===== src/hdl/lsi_defs.svh =====
// timing constants and register map of the status indicator block
// assumes a 125 MHz device clock and word-aligned AHB-Lite register access
`ifndef LSI_DEFS_SVH
`define LSI_DEFS_SVH
`define LSI_CLK_HZ 125000000
`define LSI_FLASH_HZ 10
// half period of the flash waveform, in clock cycles
`define LSI_HALF_CYCLES (`LSI_CLK_HZ / (2 * `LSI_FLASH_HZ))
`define LSI_OFF_STATUS 32'h0000_0000
`define LSI_OFF_MASK 32'h0000_0004
`define LSI_OFF_STATE 32'h0000_0008
`define LSI_OFF_CTRL 32'h0000_000c
`define LSI_EV_W 4
`define LSI_CTRL_RST 1'b1
`endif


===== src/hdl/lsi_pkg.sv =====
// types shared by the status indicator block
// assumes lsi_defs.svh is on the include path
`default_nettype none
package lsi_pkg;
  // activity detector inputs of one port
  typedef struct packed {
    logic tx;
    logic rx;
    logic col;
  } lsi_act_t;
  // ahb-lite slave request
  typedef struct packed {
    logic sel;
    logic [1:0] trans;
    logic [31:0] addr;
    logic write;
    logic [2:0] size;
    logic ready;
  } lsi_ahb_req_t;
endpackage : lsi_pkg
`default_nettype wire


===== src/hdl/lsi_sync.sv =====
// two flip-flop synchroniser for a vector of pin levels
// assumes inputs are asynchronous to i_clk
`default_nettype none
module lsi_sync #(
  parameter int W = 1
) (
  input wire logic i_clk,
  input wire logic i_ce,
  input wire logic [W-1:0] i_d,
  output logic [W-1:0] o_q
);
  typedef struct packed {
    logic [W-1:0] s1;
    logic [W-1:0] s2;
  } lsi_sync_st_t;
  lsi_sync_st_t st_ff;
  lsi_sync_st_t nxt_st;
  // first stage is read only by the second
  always_comb
  begin
    nxt_st = st_ff;
    nxt_st.s1 = i_d;
    nxt_st.s2 = st_ff.s1;
  end
  always_ff @(posedge i_clk)
  begin
    if (i_ce)
      st_ff <= nxt_st;
  end
  assign o_q = st_ff.s2;
endmodule : lsi_sync
`default_nettype wire


===== src/hdl/lsi_flash.sv =====
// shared 10 Hz flash phase generator
// assumes i_ce freezes the count
`include "lsi_defs.svh"
`default_nettype none
module lsi_flash #(
  parameter int HALF = `LSI_HALF_CYCLES
) (
  input wire logic i_clk,
  input wire logic i_resetn,
  input wire logic i_ce,
  output logic o_phase
);
  import lsi_pkg::*;
  typedef struct packed {
    logic [31:0] cnt;
    logic ph;
  } lsi_flash_st_t;
  lsi_flash_st_t st_ff;
  lsi_flash_st_t nxt_st;
  initial
  begin
    if (HALF < 1)
      $error("flash half period must be at least one cycle");
  end
  always_comb
  begin
    nxt_st = st_ff;
    if (st_ff.cnt == 32'(HALF - 1))
    begin
      nxt_st.cnt = 32'h0;
      nxt_st.ph = ~st_ff.ph;
    end
    else
      nxt_st.cnt = st_ff.cnt + 32'h1;
  end
  always_ff @(posedge i_clk)
  begin
    if (!i_resetn)
      st_ff <= '0;
    else if (i_ce)
      st_ff <= nxt_st;
  end
  assign o_phase = st_ff.ph;
endmodule : lsi_flash
`default_nettype wire


===== src/hdl/lsi_top.sv =====
// status indicator logic: activity leds, twisted pair flags, ahb-lite status
// assumes detector inputs are asynchronous pins; bus is on i_clk
`include "lsi_defs.svh"
`default_nettype none
module lsi_top #(
  parameter int HALF_CYCLES = `LSI_HALF_CYCLES
) (
  input wire logic i_clk,
  input wire logic i_resetn,
  input wire logic i_ce,
  input wire lsi_pkg::lsi_act_t i_pair_act,
  input wire lsi_pkg::lsi_act_t i_aui_act,
  input wire logic i_pair_selected,
  input wire logic i_link_ok,
  input wire logic i_pair_rx_reversed,
  input wire logic i_jabber,
  input wire logic i_polarity_correct_enable,
  input wire logic i_ctrl_select_0,
  input wire logic i_ctrl_select_1,
  input wire logic i_ctrl_select_2,
  input wire logic i_hsel,
  input wire logic [31:0] i_haddr,
  input wire logic [1:0] i_htrans,
  input wire logic i_hwrite,
  input wire logic [2:0] i_hsize,
  input wire logic [31:0] i_hwdata,
  input wire logic i_hready,
  output logic [31:0] o_hrdata,
  output logic o_hreadyout,
  output logic o_hresp,
  output logic o_tx_activity_led_n,
  output logic o_tx_activity_led_n_oe,
  output logic o_rx_activity_led_n,
  output logic o_rx_activity_led_n_oe,
  output logic o_collision_led_n,
  output logic o_collision_led_n_oe,
  output logic o_link_good_n,
  output logic o_link_good_n_oe,
  output logic o_polarity_fault_n,
  output logic o_polarity_fault_n_oe,
  output logic o_jabber_flag,
  output logic o_jabber_flag_oe,
  output logic o_polarity_correct_active,
  output logic o_irq
);
  import lsi_pkg::*;

  // two activity structs plus eight single levels
  localparam int NS = 14;

  typedef struct packed {
    logic [`LSI_EV_W-1:0] status;
    logic [`LSI_EV_W-1:0] mask;
    logic ctrl_en;
    logic [`LSI_EV_W-1:0] prev;
    logic dp_write;
    logic dp_read;
    logic [3:0] dp_addr;
    logic [31:0] rdata;
    logic tx_led;
    logic rx_led;
    logic col_led;
    logic link_n;
    logic pol_n;
    logic jab;
    logic oe_all;
    logic oe_pair;
  } lsi_top_st_t;

  lsi_top_st_t st_ff;
  lsi_top_st_t nxt_st;
  logic [NS-1:0] raw_pins;
  logic [NS-1:0] sy;
  logic phase;
  lsi_act_t act;
  logic standby;
  logic pair_sel;
  logic link_ok;
  logic rev;
  logic jab;
  logic pce;
  logic [`LSI_EV_W-1:0] ev;

  initial
  begin
    if (HALF_CYCLES < 1)
      $error("HALF_CYCLES must be at least one");
  end

  // pin inputs cross into the clock domain before use
  assign raw_pins = {i_pair_act, i_aui_act, i_pair_selected, i_link_ok,
                     i_pair_rx_reversed, i_jabber, i_polarity_correct_enable,
                     i_ctrl_select_0, i_ctrl_select_1, i_ctrl_select_2};

  lsi_sync #(
    .W(NS)
  ) u_sync (
    .i_clk(i_clk),
    .i_ce(i_ce),
    .i_d(raw_pins),
    .o_q(sy)
  );

  lsi_flash #(
    .HALF(HALF_CYCLES)
  ) u_flash (
    .i_clk(i_clk),
    .i_resetn(i_resetn),
    .i_ce(i_ce),
    .o_phase(phase)
  );

  // unpack synchronised levels
  assign pair_sel = sy[7];
  assign link_ok = sy[6];
  assign rev = sy[5];
  assign jab = sy[4];
  assign pce = sy[3];
  assign standby = &sy[2:0] ? 1'b1 : 1'b0;
  assign act = pair_sel ? lsi_act_t'(sy[13:11]) : lsi_act_t'(sy[10:8]);
  // events: link lost, polarity fault, jabber, standby entry
  assign ev = {standby, jab & pair_sel, pce & rev & pair_sel, ~link_ok & pair_sel};

  // led driver: low on phase while active, resting high (off)
  function automatic logic led_level(input logic active, input logic ph);
    led_level = active ? ph : 1'b1;
  endfunction : led_level

  // full address decode, so higher addresses never alias the low registers
  function automatic logic reg_hit(input logic [31:0] a);
    reg_hit = (a[31:4] == 28'h0);
  endfunction : reg_hit

  always_comb
  begin
    nxt_st = st_ff;
    nxt_st.tx_led = led_level(act.tx, phase);
    nxt_st.rx_led = led_level(act.rx, phase);
    nxt_st.col_led = led_level(act.col | (jab & pair_sel), phase);
    nxt_st.link_n = ~link_ok;
    nxt_st.pol_n = (~link_ok) ? 1'b1 : ~(pce & rev);
    nxt_st.jab = jab;
    nxt_st.oe_all = ~standby;
    // pair flags float in aui mode
    nxt_st.oe_pair = ~standby & pair_sel;

    // sticky status: set wins over write-one clear
    nxt_st.prev = ev;
    if (st_ff.dp_write && st_ff.dp_addr == 4'(`LSI_OFF_STATUS))
      nxt_st.status = st_ff.status & ~i_hwdata[`LSI_EV_W-1:0];
    if (st_ff.dp_write && st_ff.dp_addr == 4'(`LSI_OFF_MASK))
      nxt_st.mask = i_hwdata[`LSI_EV_W-1:0];
    if (st_ff.dp_write && st_ff.dp_addr == 4'(`LSI_OFF_CTRL))
      nxt_st.ctrl_en = i_hwdata[0];
    nxt_st.status = nxt_st.status | (ev & ~st_ff.prev);

    // ahb address phase, zero wait states
    nxt_st.dp_write = i_hsel & i_hready & i_htrans[1] & i_hwrite & reg_hit(i_haddr);
    nxt_st.dp_read = i_hsel & i_hready & i_htrans[1] & ~i_hwrite & reg_hit(i_haddr);
    nxt_st.dp_addr = i_haddr[3:0];
    nxt_st.rdata = 32'h0;
    if (i_hsel && i_hready && i_htrans[1] && !i_hwrite && reg_hit(i_haddr))
    begin
      case (i_haddr[3:0])
        4'h0: nxt_st.rdata = {28'h0, nxt_st.status};
        4'h4: nxt_st.rdata = {28'h0, nxt_st.mask};
        4'h8: nxt_st.rdata = {26'h0, standby, pair_sel, jab, rev, link_ok, pce};
        4'hc: nxt_st.rdata = {31'h0, nxt_st.ctrl_en};
        default: nxt_st.rdata = 32'h0;
      endcase
    end
  end

  always_ff @(posedge i_clk)
  begin
    if (!i_resetn)
    begin
      st_ff <= '0;
      st_ff.ctrl_en <= `LSI_CTRL_RST;
      st_ff.tx_led <= 1'b1;
      st_ff.rx_led <= 1'b1;
      st_ff.col_led <= 1'b1;
      st_ff.link_n <= 1'b1;
      st_ff.pol_n <= 1'b1;
    end
    else if (i_ce)
      st_ff <= nxt_st;
  end

  // outputs; ctrl_en gates the pin drivers as a software off switch
  assign o_tx_activity_led_n = st_ff.tx_led;
  assign o_rx_activity_led_n = st_ff.rx_led;
  assign o_collision_led_n = st_ff.col_led;
  assign o_link_good_n = st_ff.link_n;
  assign o_polarity_fault_n = st_ff.pol_n;
  assign o_jabber_flag = st_ff.jab;
  assign o_tx_activity_led_n_oe = st_ff.oe_all & st_ff.ctrl_en;
  assign o_rx_activity_led_n_oe = st_ff.oe_all & st_ff.ctrl_en;
  assign o_collision_led_n_oe = st_ff.oe_all & st_ff.ctrl_en;
  assign o_link_good_n_oe = st_ff.oe_pair & st_ff.ctrl_en;
  assign o_polarity_fault_n_oe = st_ff.oe_pair & st_ff.ctrl_en;
  assign o_jabber_flag_oe = st_ff.oe_pair & st_ff.ctrl_en;
  assign o_polarity_correct_active = pce & rev & pair_sel;
  assign o_irq = |(st_ff.status & st_ff.mask);
  assign o_hrdata = st_ff.rdata;
  assign o_hreadyout = 1'b1;
  assign o_hresp = 1'b0;
endmodule : lsi_top
`default_nettype wire


===== config.mk =====
export PLATFORM = sky130hd
export DESIGN_NAME = lsi_top
export DESIGN_NICKNAME = d
export VERILOG_FILES = /design/src/hdl/lsi_pkg.sv /design/src/hdl/lsi_sync.sv /design/src/hdl/lsi_flash.sv /design/src/hdl/lsi_top.sv
export VERILOG_INCLUDE_DIRS = /design/src /design/src/hdl
export SDC_FILE = /design/constraint.sdc
export NUM_CORES = 1
export LEC_CHECK = 0
export BUFFER_PORTS_ARGS = -buffer_cell sky130_fd_sc_hd__clkbuf_2
export CAP_MARGIN = 20
export CORE_MARGIN = 2
export CORE_UTILIZATION = 46
export DETAILED_ROUTE_END_ITERATION = 8
export GPL_ROUTABILITY_DRIVEN = 0
export PLACE_DENSITY = 0.76
export SLEW_MARGIN = 30
export SYNTH_ARGS = -nofsm -noshare
export SYNTH_HDL_FRONTEND = slang
export SYNTH_SLANG_ARGS = --single-unit

===== constraint.sdc =====
create_clock -name i_clk -period 1.7 [get_ports i_clk]
set_input_delay 0.17 -clock i_clk [delete_from_list [all_inputs] [get_ports i_clk]]
set_output_delay 0.17 -clock i_clk [all_outputs]
set_load 0.005 [all_outputs]

==> summary.md <==
| Metric | Value |
|---|---|
| Status | complete, no violations |
| Layout cells sized above 1 | 29.3% |
| Vias in the first global route | 3269 |
| PD cells | 799 mW/mm^2 |
| CORE AREA | 0.00911 sq mm |
| FFs w/ async S/R, synth | 0% |
| CTS tree | yes |
| Routed len/inst | 13.8 microns |
| CP max-delay cell | dfxtp_4 |
| Setup CP Type | reg -> reg |
| Via-to-Cell Ratio | 5.18 |
| Via count | 3456 |
| CP required | ~2 ns |
| Post-synth top flop | dfxtp_1 |
| Biggest cell delay along the critical path | 0.37 ns |
| Power Total | around 4300 uW |
| Most area-hungry cell type in the Yosys netlist | dfxtp_1 |
| CTS clock-pin slew for the worst setup and hold paths | approximately 0.11 ns |
| Area growth syn-to-layout | 25.8% |
| I/O pin cnt | 137 |
| Hold Crit Class | in -> reg |
| Die width | 100 microns |
| Final period util | between 90% and 100% |
| Slew Limit Fails | 0 |
| Crit path cell chain | nor4_2 > nand4_1 > nor4_4 > nand2b_4 > buf_12 > nor2_1 |
| Detail Placement HPWL | 6170 microns |
| Grt ovf | 0 |
| Yosys warns | 0 |
| Worst-Skew Late Latency | roughly 0.37 ns |
| FF-to-FF End | u_flash.st_ff[18] |
| EDFF count, synth | 28 |
| Sequential share of the synthesized area | about half |
| Commonest cells after routing, fill and taps aside | clkbuf_2 (76), dfxtp_1 (54), nor2_1 (53), buf_4 (35) |
| Post-synthesis cell type count | 47 |
| Leak | 0.00222 uW |
| Relative slew margins | 66.5% |
| N_diodes | 0 |
| ANT nets after route | 0 |
| R2R setup slack | 0.06 ns |
| Final hold slack | 0.0833 ns |
| Worst Hold Depth | 3 |
| Commonest non-fill, non-tap cell in the layout | clkbuf_2 |
| Initial Util | 46.6% |
| DRT iter0 DRCs | 235 |
| Num CTS Buffers | 9 |
| RSZ-0062 raised after global routing | true |
| Startpoint types | register |
| Final hold viol count | 0 |
| CTS sink count | 93 |
| CP Capture Type | register |
| Overall die height | around 100 microns |
| Clock Path Buffers | 2 |
| # fillers | 760 |
| VDD IR-drop max | 583 uV |
| Slew at the pin closest to its max-slew limit | between 0.4 and 0.5 ns |
| Hold Startpoint | i_hwrite |
| First drt pass iteration count | 5 |
| CP max FO | 16 |
| Core Rows | 35 |
| Post-route DRC | 0 |
| IO buf count | 76 |
| GRT Total Usage | a little under a fifth |
| First-pass GRT wire length | approximately 15000 microns |
| Clock tree root buffer cell | clkbuf_8 |
| Die Area | between 0.01 and 0.015 sq mm |
| Final wirelength | 9230 microns |
| Initial antenna violation count | 0 |
| Fin Clk Skew | 0.00985 ns |
| Synth top area cells | dfxtp_1 (31%), edfxtp_1 (20%), buf_4 (7.2%) |
| Setup violators final | 0 |
| Nets | 641 |
| Peak Freq | 611 MHz |
| Avg Synthesized Cell Area | between 9 and 10 sq um |
| Synthesized area | roughly 0.0042 sq mm |
| Htree depth | 3 |
| Largest net degree at the start of global routing | just under 70 |
| Cells after synthesis | 437 |
| Hold EP | st_ff[45] |
| Worst Path Arrival | between 1.5 and 2 ns |
| Synth Register Bits | a little over 90 |
| Fin crit period | 1.64 ns |
| Reg2Reg Launch Point | u_flash.st_ff[7] |
| Yosys top cell area share | 30.6% |
| Max-cap violations | 0 |
| Reg2reg path depth | 6 |
## final cells by class
type / count / area, sq um / area share (%)
Clock buffer: 9 / 124 / 2.32
Tap cell: 111 / 139 / 2.60
Inverter: 6 / 22.5 / 0.422
Multi-Input combinational cell: 312 / 1940 / 36.4
Clock inverter: 7 / 88.8 / 1.66
Sequential cell: 93 / 2160 / 40.5
Timing Repair Buffer: 129 / 860 / 16.1
## report_power, final
| group | leakage [uW] | internal, uW | switching, uW | total (uW) |
|---|---|---|---|---|
| Combinational | 0.00130 | 175 | 186 | 361 |
| Sequential | 0.000807 | 2370 | 41.3 | 2410 |
| Clock | 0.000106 | 596 | 902 | 1500 |
## critical path, delay by kind of cell, from the launching register on
kind	cells	cell delay, ns
buf+inv	1	0.16
flops	1	0.37
simple gates	5	1.00
## sequential cells by signal (all words and copies together), names as in the netlist
signal and cells:
u_flash.st_ff 32, st_ff 20, u_sync.nxt_st 14, u_sync.o_q 14, o_hrdata 6, o_collision_led_n 1
o_jabber_flag 1, o_link_good_n 1, o_polarity_fault_n 1, o_rx_activity_led_n 1, o_tx_activity_led_n 1, u_flash.o_phase 1
## worst max-delay path by stage
stage                       from                 to  cells past startpoint
2_1_floorplan   u_flash.st_ff[1]  u_flash.st_ff[31]                      7
3_3_place_gp    u_flash.st_ff[1]  u_flash.st_ff[11]                      7
3_5_place_dp    u_flash.st_ff[1]  u_flash.st_ff[18]                      7
4_1_cts         u_flash.st_ff[7]  u_flash.st_ff[32]                      5
5_1_grt        u_flash.st_ff[32]   u_flash.st_ff[2]                      6
6_report        u_flash.st_ff[7]  u_flash.st_ff[18]                      6
## synthesized netlist by cell type, types with 5 or more instances
master	number
xnor2_1	8
buf_4	41
and3_1	11
nand3_1	21
o21ai_0	15
dfxtp_1	65
nand2_1	29
a22oi_1	5
edfxtp_1	28
mux2i_1	14
a21oi_1	19
nand4_1	13
nor2_1	54
inv_1	5
xor2_1	21
nand2b_1	15
nor3_1	5
clkbuf_1	9
nor4_1	13
## stage by stage
step                      cells  cell area (sq um)  setup TNS, ns  setup WS, ns  utilization, %
after detailed placement    629               4780          -2.02       -0.0756            52.4
final                       667               5340              0        0.0635            58.6
after CTS                   662               5170              0       0.00731            56.8
after global routing        667               5340          -1.06       -0.0487            58.6
after global placement      629               4780         -0.537       -0.0194            52.4
after floorplan             463               4350              0       0.00363               -
## logic make-up (layout without fill, tap and decap cells)
kind of cell / after synthesis / count (layout) / synth area share (%)
DFF: 93 / 93 / 50.4
and+or+nand+nor: 187 / 187 / 23.4
adders and majority gates: 1 / 1 / 0.295
xor gates and xnor gates: 29 / 29 / 5.98
AOI/OAI and AO/OA: 52 / 52 / 7.31
other: 2 / 28 / 0.177
buffers and inverters: 58 / 151 / 8.81
muxes: 15 / 15 / 3.56
## metal layers
metal  up-vias  part of all wire (%)  global-route usage [%]
li1       1702                     -                       -
met5         -                     0                       0
met3         9                   5.3                    3.97
met4         0                   1.1                    7.90
met2       107                    50                    30.9
met1      1638                    44                    23.8
## timing repair
action | CTS | global route
hold buffers | 14 | 0
pin swaps | 4 | 7
endpoints found under the hold margin | 14 | 0
setup buffers | 3 | 3
setup endpoints to repair | 32 | 37
gates resized for setup | 6 | 25
gates cloned | 0 | 2
No activity file was read; power rests on OpenSTA's default activity.
